--- config.mk ---
export PLATFORM = sky130hd
export DESIGN_NAME = tecc_timer
export DESIGN_NICKNAME = d
export VERILOG_FILES = /design/src/hw/tecc_pkg.sv /design/src/hw/tecc_timer.sv
export SDC_FILE = /design/constraint.sdc
export NUM_CORES = 1
export LEC_CHECK = 0
export BUFFER_PORTS_ARGS = -buffer_cell sky130_fd_sc_hd__buf_2
export CAP_MARGIN = 25
export CORE_MARGIN = 3
export CORE_UTILIZATION = 50
export DETAILED_ROUTE_END_ITERATION = 12
export GPL_ROUTABILITY_DRIVEN = 0
export GPL_TIMING_DRIVEN = 1
export HOLD_SLACK_MARGIN = 0.03
export PLACE_DENSITY_LB_ADDON = 0.08
export SLEW_MARGIN = 20
export SYNTH_ARGS = -nofsm -noshare
export SYNTH_HDL_FRONTEND = slang
export SYNTH_SLANG_ARGS = --single-unit
--- constraint.sdc ---
create_clock -name clk_in -period 2.75 [get_ports clk_in]
set_input_delay 0.825 -clock clk_in [delete_from_list [all_inputs] [get_ports clk_in]]
set_output_delay 0.825 -clock clk_in [all_outputs]
set_load 0.03 [all_outputs]
--- src/hw/tecc_pkg.sv ---
// Constants, types and register map of the event-count/capture timer.
// Assumes one 40 MHz clock and a plain strobe register port.
// Function
// - Mode bits: 101 PWM toggle, 100 PWM, 000/001 event count, rest capture.
// - Event mode counts synchronized pin A edges; 000 rising, 001 falling.
// - Event mode sets pending A on underflow; interrupt needs enable A.
// - Event mode latches pin B rising edges into pending B, gated by enable B.
// - No toggle output in event mode; pin A is the count input.
// - Capture mode counts continuously at slow or fast rate.
// - Capture mode copies timer into capture A or B on pin edges.
// - Capture edges per pin: 010 rr, 110 rf, 011 fr, 111 ff.
// - Capture triggers set pending A or B, each gated by its enable.
// - Capture mode latches underflow into run bit; shares interrupt A.
// - In PWM and event modes the run bit starts and stops the timer.
// - Enable flag 1 permits its interrupt, 0 blocks it.
// - Capture registers readable anytime without disturbing the count.
// - Control register accepts any access safely in every mode.
// - PWM reloads from A on first underflow, then alternately B and A.
// - PWM underflows set pending A or B matching the reload source.
// - High-speed select 1 counts on fast clock, 0 slow; reset clears it.
// - Pending flags stay set until software clears them.
package tecc_pkg;
  // Register offsets
  localparam logic [3:0] TECC_CTRL_OFS  = 4'h0;
  localparam logic [3:0] TECC_TLO_OFS   = 4'h1;
  localparam logic [3:0] TECC_THI_OFS   = 4'h2;
  localparam logic [3:0] TECC_RALO_OFS  = 4'h3;
  localparam logic [3:0] TECC_RAHI_OFS  = 4'h4;
  localparam logic [3:0] TECC_RBLO_OFS  = 4'h5;
  localparam logic [3:0] TECC_RBHI_OFS  = 4'h6;
  localparam logic [3:0] TECC_HSTC_OFS  = 4'h7;
  // Control register fields, then the high-speed select bit
  localparam int TECC_RUN_BIT  = 0;
  localparam int TECC_MODE_LSB = 1;
  localparam int TECC_PNDA_BIT = 4;
  localparam int TECC_ENA_BIT  = 5;
  localparam int TECC_PNDB_BIT = 6;
  localparam int TECC_ENB_BIT  = 7;
  localparam int TECC_HS_BIT   = 0;
  // Reset values
  localparam logic [7:0]  TECC_CTRL_RST  = 8'h00;
  localparam logic [15:0] TECC_WORD_RST  = 16'h0000;
  localparam logic        TECC_HS_RST    = 1'b0;
  // Slow tick period in clock cycles (instruction cycle)
  localparam int TECC_SLOW_DIV = 10;
  // Mode codes {bit2,bit1,bit0}
  localparam logic [2:0] TECC_M_PWM_TGL = 3'h5;
  localparam logic [2:0] TECC_M_PWM     = 3'h4;
  localparam logic [2:0] TECC_M_EVT_R   = 3'h0;
  localparam logic [2:0] TECC_M_EVT_F   = 3'h1;

  typedef enum logic [2:0] {
    TECC_PWM_ST = 3'b001,
    TECC_EVT_ST = 3'b010,
    TECC_CAP_ST = 3'b100
  } tecc_mode_type;

  typedef struct packed {
    logic [3:0] addr;
    logic [7:0] wdata;
    logic       wr;
    logic       rd;
  } tecc_bus_type;
endpackage

--- src/hw/tecc_timer.sv ---
// Event-count / capture / PWM timer with byte register port.
// Assumes pins are synchronous to clk_in; read data one cycle after strobe.
`timescale 1ns/1ps
module tecc_timer
  import tecc_pkg::*;
#(
  parameter int SLOW_DIV = TECC_SLOW_DIV
) (
  input  wire logic       clk_in,
  input  wire logic       rst_in,
  input  wire logic       ce_in,
  input  wire logic [3:0] addr_in,
  input  wire logic [7:0] wdata_in,
  input  wire logic       wr_in,
  input  wire logic       rd_in,
  input  wire logic       timer_pin_a_in,
  input  wire logic       timer_pin_b_in,
  output logic      [7:0] rdata_out,
  output logic            irq_a_out,
  output logic            irq_b_out,
  output logic            timer_pin_a_out,
  output logic            timer_pin_a_oe_out
);

  tecc_bus_type  bus;
  tecc_mode_type mode;
  logic [7:0]  ctrl_r;
  logic        hs_r;
  logic [15:0] cnt_r;
  logic [15:0] rca_r;
  logic [15:0] rcb_r;
  logic        nxt_b_r;
  logic        tgl_r;
  logic [1:0]  a_sync_r;
  logic [1:0]  b_sync_r;
  logic        a_prev_r;
  logic        b_prev_r;
  logic [$clog2(SLOW_DIV)-1:0] div_r;
  logic        slow_tick;
  logic        tick;
  logic        run;
  logic        uflow;
  logic        a_rise;
  logic        a_fall;
  logic        b_rise;
  logic        b_fall;
  logic        trig_a;
  logic        trig_b;
  logic        wr_ctrl;
  logic [2:0]  msel;

  assign bus = '{addr: addr_in, wdata: wdata_in, wr: wr_in, rd: rd_in};
  assign msel = ctrl_r[TECC_MODE_LSB+2:TECC_MODE_LSB];
  assign wr_ctrl = bus.wr && bus.addr == TECC_CTRL_OFS;

  //////////////////////////////////////////////////////////////////////////
  // Mode decode
  always_comb begin
    case (msel)
      TECC_M_PWM_TGL, TECC_M_PWM: mode = TECC_PWM_ST;
      TECC_M_EVT_R, TECC_M_EVT_F: mode = TECC_EVT_ST;
      default:                    mode = TECC_CAP_ST;
    endcase
  end

  //////////////////////////////////////////////////////////////////////////
  // Slow instruction-cycle tick divider
  always_ff @(posedge clk_in) begin
    if (rst_in) begin
      div_r <= '0;
    end else if (ce_in) begin
      if (div_r == ($clog2(SLOW_DIV))'(SLOW_DIV - 1)) begin
        div_r <= '0;
      end else begin
        div_r <= div_r + 1'b1;
      end
    end
  end
  assign slow_tick = div_r == ($clog2(SLOW_DIV))'(SLOW_DIV - 1);

  //////////////////////////////////////////////////////////////////////////
  // Pin synchronisers, sampled at the selected rate
  // Sampling only on the selected tick keeps edges aligned to the count rate
  always_ff @(posedge clk_in) begin
    if (rst_in) begin
      a_sync_r <= 2'h0;
      b_sync_r <= 2'h0;
      a_prev_r <= 1'b0;
      b_prev_r <= 1'b0;
    end else if (ce_in && (hs_r || slow_tick)) begin
      a_sync_r <= {a_sync_r[0], timer_pin_a_in};
      b_sync_r <= {b_sync_r[0], timer_pin_b_in};
      a_prev_r <= a_sync_r[1];
      b_prev_r <= b_sync_r[1];
    end
  end
  always_comb begin
    a_rise = a_sync_r[1] && !a_prev_r && (hs_r || slow_tick);
    a_fall = !a_sync_r[1] && a_prev_r && (hs_r || slow_tick);
    b_rise = b_sync_r[1] && !b_prev_r && (hs_r || slow_tick);
    b_fall = !b_sync_r[1] && b_prev_r && (hs_r || slow_tick);
    trig_a = msel[0] ? a_fall : a_rise;
    trig_b = msel[2] ? b_fall : b_rise;
  end

  //////////////////////////////////////////////////////////////////////////
  // Count tick selection
  always_comb begin
    run = ctrl_r[TECC_RUN_BIT];
    case (mode)
      TECC_PWM_ST: tick = run && (hs_r || slow_tick);
      TECC_EVT_ST: tick = run && (msel[0] ? a_fall : a_rise);
      TECC_CAP_ST: tick = hs_r || slow_tick;
      default:     tick = 1'b0;
    endcase
    uflow = tick && cnt_r == 16'h0000;
  end

  //////////////////////////////////////////////////////////////////////////
  // Timer counter and PWM reload sequence
  always_ff @(posedge clk_in) begin
    if (rst_in) begin
      cnt_r   <= TECC_WORD_RST;
      nxt_b_r <= 1'b0;
      tgl_r   <= 1'b0;
    end else if (ce_in) begin
      if (bus.wr && bus.addr == TECC_TLO_OFS) begin
        cnt_r[7:0] <= bus.wdata;
      end else if (bus.wr && bus.addr == TECC_THI_OFS) begin
        cnt_r[15:8] <= bus.wdata;
      end else if (uflow && mode == TECC_PWM_ST) begin
        cnt_r   <= nxt_b_r ? rcb_r : rca_r;
        nxt_b_r <= !nxt_b_r;
        tgl_r   <= msel == TECC_M_PWM_TGL ? !tgl_r : tgl_r;
      end else if (tick) begin
        cnt_r <= cnt_r - 16'h0001;
      end
      if (mode != TECC_PWM_ST) begin
        nxt_b_r <= 1'b0;
      end
    end
  end

  //////////////////////////////////////////////////////////////////////////
  // Reload / capture registers; reads never touch the count
  always_ff @(posedge clk_in) begin
    if (rst_in) begin
      rca_r <= TECC_WORD_RST;
      rcb_r <= TECC_WORD_RST;
    end else if (ce_in) begin
      if (mode == TECC_CAP_ST && trig_a) begin
        rca_r <= cnt_r;
      end else if (bus.wr && bus.addr == TECC_RALO_OFS) begin
        rca_r[7:0] <= bus.wdata;
      end else if (bus.wr && bus.addr == TECC_RAHI_OFS) begin
        rca_r[15:8] <= bus.wdata;
      end
      if (mode == TECC_CAP_ST && trig_b) begin
        rcb_r <= cnt_r;
      end else if (bus.wr && bus.addr == TECC_RBLO_OFS) begin
        rcb_r[7:0] <= bus.wdata;
      end else if (bus.wr && bus.addr == TECC_RBHI_OFS) begin
        rcb_r[15:8] <= bus.wdata;
      end
    end
  end

  //////////////////////////////////////////////////////////////////////////
  // Control register: events set over software clears
  // Writes land safely in any mode since events simply OR in after them
  always_ff @(posedge clk_in) begin
    if (rst_in) begin
      ctrl_r <= TECC_CTRL_RST;
    end else if (ce_in) begin
      ctrl_r <= wr_ctrl ? bus.wdata : ctrl_r;
      case (mode)
        TECC_PWM_ST: begin
          if (uflow && !nxt_b_r) begin
            ctrl_r[TECC_PNDA_BIT] <= 1'b1;
          end
          if (uflow && nxt_b_r) begin
            ctrl_r[TECC_PNDB_BIT] <= 1'b1;
          end
        end
        TECC_EVT_ST: begin
          if (uflow) begin
            ctrl_r[TECC_PNDA_BIT] <= 1'b1;
          end
          if (b_rise) begin
            ctrl_r[TECC_PNDB_BIT] <= 1'b1;
          end
        end
        TECC_CAP_ST: begin
          if (trig_a) begin
            ctrl_r[TECC_PNDA_BIT] <= 1'b1;
          end
          if (trig_b) begin
            ctrl_r[TECC_PNDB_BIT] <= 1'b1;
          end
          if (uflow) begin
            ctrl_r[TECC_RUN_BIT] <= 1'b1;
          end
        end
        default: ;
      endcase
    end
  end
  // Pending flags only fall on a software write

  //////////////////////////////////////////////////////////////////////////
  // High-speed select
  always_ff @(posedge clk_in) begin
    if (rst_in) begin
      hs_r <= TECC_HS_RST;
    end else if (ce_in && bus.wr && bus.addr == TECC_HSTC_OFS) begin
      hs_r <= bus.wdata[TECC_HS_BIT];
    end
  end

  //////////////////////////////////////////////////////////////////////////
  // Read data, one cycle after the strobe; unmapped reads give zero
  always_ff @(posedge clk_in) begin
    if (rst_in) begin
      rdata_out <= 8'h00;
    end else if (ce_in) begin
      rdata_out <= 8'h00;
      if (bus.rd) begin
        case (bus.addr)
          TECC_CTRL_OFS: rdata_out <= ctrl_r;
          TECC_TLO_OFS:  rdata_out <= cnt_r[7:0];
          TECC_THI_OFS:  rdata_out <= cnt_r[15:8];
          TECC_RALO_OFS: rdata_out <= rca_r[7:0];
          TECC_RAHI_OFS: rdata_out <= rca_r[15:8];
          TECC_RBLO_OFS: rdata_out <= rcb_r[7:0];
          TECC_RBHI_OFS: rdata_out <= rcb_r[15:8];
          TECC_HSTC_OFS: rdata_out <= {7'h00, hs_r};
          default:       rdata_out <= 8'h00;
        endcase
      end
    end
  end

  //////////////////////////////////////////////////////////////////////////
  // Interrupt requests and pin A drive
  always_comb begin
    irq_a_out = ctrl_r[TECC_ENA_BIT] && (ctrl_r[TECC_PNDA_BIT] ||
                (mode == TECC_CAP_ST && ctrl_r[TECC_RUN_BIT]));
    irq_b_out = ctrl_r[TECC_ENB_BIT] && ctrl_r[TECC_PNDB_BIT];
    timer_pin_a_out    = tgl_r;
    timer_pin_a_oe_out = msel == TECC_M_PWM_TGL;
  end

endmodule

==> run_results.csv <==
group,metric,value,unit
status,outcome,"finished, final reports clean",
synthesis,synth-edff-count,0,
die,rows,34,
sta,rsz0062_at_grt,"no",
sta,finalMaxSlewViolations,0,
min_path,hold_class,"reg2reg",
placed_design,hpwl,10300,µm
die,coreArea,8930,µm²
global_routing,grt_use_total,27.6,%
global_routing,grt_max_degree,44,
final_layout,final_net_count,603,
sta,worst_pin_slew,0.685,ns
worst_setup_path,crit_path_top_delay_cell,"or3b_2",
worst_setup_path,crit_path_start_kind,"flip-flop",
synthesis,ys.flop_type,"dfxtp_1",
die,io_pins,31,
die,die_x,103,µm
drt,wl_per_cell,20.6,µm
synthesis,avgSynthCellArea,8.52,µm²
clock_tree,root_buffer,"clkbuf_8",
clock_tree,clk_pin_slew,0.08,ns
final_layout,area_delta_synth_final,12.4,%
global_routing,grt_pass1_vias,3948,
final_layout,final_area,5280,µm²
sta,finalSetupViolCount,0,
worst_setup_path,crit_buf_inv,1,
worst_setup_path,end_kind,"flip-flop",
final_layout,n_antenna_cell,0,
synthesis,synth_cells,551,
placed_design,placed_cells,676,
final_layout,layout.cells.non_filler,692,
sta,hold_viol,0,
flow_run,drv_cap,0,
worst_setup_path,critPathTopFamily,"simple AND/OR/NAND/NOR gates",
sta,tns,0,ns
clock_tree,hold_buffers,0,
worst_setup_path,path_cells,"inv_1, ha_1, or3b_2, nor3_4, nand4_2, nand2b_1, o211ai_1, a311oi_1",
pwr,p_per_area,453,nW/µm²
synthesis,synth.largest_area_cell,"dfxtp_1",
die,fp.dieH,103,µm
drt,drc_errors,0,
drt,drtAntennaViolNets,0,
synthesis,syn_nets,575,
pwr,fin_total_pwr,2.39,mW
drt,vias,4458,
synthesis,yosysUniqueCellTypes,59,
pwr,max-vdd-ir-drop,0.000305,V
worst_setup_path,slowest_delay,0.52,ns
worst_setup_path,crit_required,2.96,ns
synthesis,synth_top_area_share,32.8,%
placed_design,placed_area,5040,µm²
worst_setup_path,rrSetupSlack,0.18,ns
clock_tree,cts_sinks,77,
clock_tree,post-cts-setup-buffers,0,
synthesis,synth_area_leaders,"dfxtp_1 (33%), mux2i_1 (9.8%), nor2_1 (7.0%), a211oi_1 (5.3%), a21oi_1 (3.2%)",
synthesis,synth_warnings,0,
clock_tree,cts_max_path_buffers,2,
drt,drt_iter0_drc,429,
drt,routed_wl,14300,µm
global_routing,antenna_found_initial,0,
drt,dr.pass1.iters,8,
clock_tree,numCtsBuffers,9,
die,dieArea,10600,µm²
sta,min_period_over_period,93.4,%
pwr,power.leakage,2.10,nW
synthesis,synth_seq_cells,77,
synthesis,syn_area,4690,µm²
clock_tree,cts_resized,0,
synthesis,seq_area_frac_synth,32.8,%
worst_setup_path,cp_max_fo,6,
final_layout,drive_above_1_share,20.7,%
sta,fin_crit,2.57,ns
sta,slew_headroom,54.3,%
placed_design,portBuffers,30,
global_routing,grt-ovfl-total,0,
worst_setup_path,crit_type,"reg2reg",
clock_tree,clock_latency,0.35,ns
sta,max_freq,389,MHz
sta,clock_skew,0.00806,ns
clock_tree,h-tree-depth,3,
worst_setup_path,arrival,2.78,ns
synthesis,async_reset_ff_share,0,%
clock_tree,cts_tree,"built",
global_routing,grt_first_pass_wirelength,22100,µm
die,initial_core_util,52.5,%
drt,vias_per_cell,6.44,
## state kept, by name, summed over array words and instances (netlist names)
signal	cells
nxt_b_r	1
b_sync_r	2
rca_r	16
cnt_r	16
a_sync_r	2
rcb_r	16
b_prev_r	1
a_prev_r	1
rdata_out	8
hs_r	1
timer_pin_a_out	1
div_r	4
ctrl_r	8
## final timing paths
path / startpoint / end / cells past startpoint
setup / recovery: cnt_r[0]$_SDFFE_PP0P_ / cnt_r[11]$_SDFFE_PP0P_ / 8
hold / removal: b_sync_r[0]$_SDFFE_PP0P_ / b_sync_r[0]$_SDFFE_PP0P_ / 2
setup reg to reg: cnt_r[0]$_SDFFE_PP0P_ / cnt_r[11]$_SDFFE_PP0P_ / 8
hold reg to reg: b_sync_r[0]$_SDFFE_PP0P_ / b_sync_r[0]$_SDFFE_PP0P_ / 2
## cell families (layout without fill, tap and decap cells)
| group | after synthesis | in the layout | synth area share [%] |
|---|---|---|---|
| compound gates | 140 | 140 | 23.2 |
| xor+xnor | 17 | 17 | 3.17 |
| fa+ha+maj | 5 | 5 | 1.33 |
| buf+inv | 52 | 85 | 5.07 |
| flops | 77 | 77 | 32.8 |
| mux | 56 | 56 | 12.2 |
| simple gates | 204 | 204 | 22.2 |
## cells in the mapped netlist (3+ instances only)
cell type	number
a211oi_2	6
clkbuf_1	25
nand4_1	4
a211oi_1	33
dfxtp_1	77
xnor2_1	9
o21ai_0	5
a221oi_2	4
a22oi_1	8
nor2_1	87
and2_1	3
nor2b_1	5
buf_2	16
a21oi_1	30
nand3b_1	4
nor3_1	7
a31oi_1	8
nand2_1	40
inv_1	7
buf_6	3
nand3_1	9
nor3_2	7
or4_1	3
mux2_2	10
nand2b_1	7
xor2_1	8
a22o_1	6
ha_1	5
mux2i_1	46
a311oi_1	11
o211ai_1	10
a222oi_1	7
nor4_1	6
## worst min-delay path, cell delays in order, from the launching register on
cell and delay, ns:
dfxtp_1 0.32, nand2_1 0.05, a21oi_1 0.06
## where the power goes
group	total (mW)	switching [mW]	internal (mW)
clock	0.999	0.438	0.561
sequential	1.15	0.0191	1.13
combinational	0.246	0.151	0.0953
## metal layers
metal	global-route usage, %	vias up	wire [µm]
li1	-	2100	-
met1	39.9	2112	6280
met2	41.3	212	6290
met3	5.89	34	1290
met4	7.87	0	413
met5	0	-	0
## cells in the final DEF, fill, tap and decap left out, types with 3 or more instances in the layout
master	count
nor2_1	87
dfxtp_1	77
mux2i_1	46
nand2_1	40
a211oi_1	33
a21oi_1	30
buf_2	30
buf_4	28
a311oi_1	11
clkbuf_8	11
mux2_2	10
o211ai_1	10
nand3_1	9
xnor2_1	9
a31oi_1	8
a22oi_1	8
xor2_1	8
inv_1	7
nand2b_1	7
nor3_1	7
nor3_2	7
a222oi_1	7
a22o_1	6
nor4_1	6
a211oi_2	6
nor2b_1	5
o21ai_0	5
ha_1	5
nand3b_1	4
nand4_1	4
a221oi_2	4
and2_1	3
or4_1	3
clkinvlp_4	3
buf_12	3
## layout make-up
class / count / area [µm²]
multi-input combinational: 422 / 2910
clock buffer: 11 / 151
clock inverter: 5 / 82.6
timing repair buffer: 61 / 420
tap: 108 / 135
inverter: 8 / 30.0
sequential: 77 / 1540
fill: 802 / 3660
## metrics by stage
step                hold slack [ns]  util, %  worst slack [ns]
floorplan                     0.437        -             0.177
global placement              0.443     56.4             0.188
detailed placement            0.456     56.4             0.158
CTS                           0.468     59.0             0.216
global route                  0.488     59.0            0.0728
finish                        0.466     59.0             0.182
Note: power is estimated with default switching activity, not from simulation.
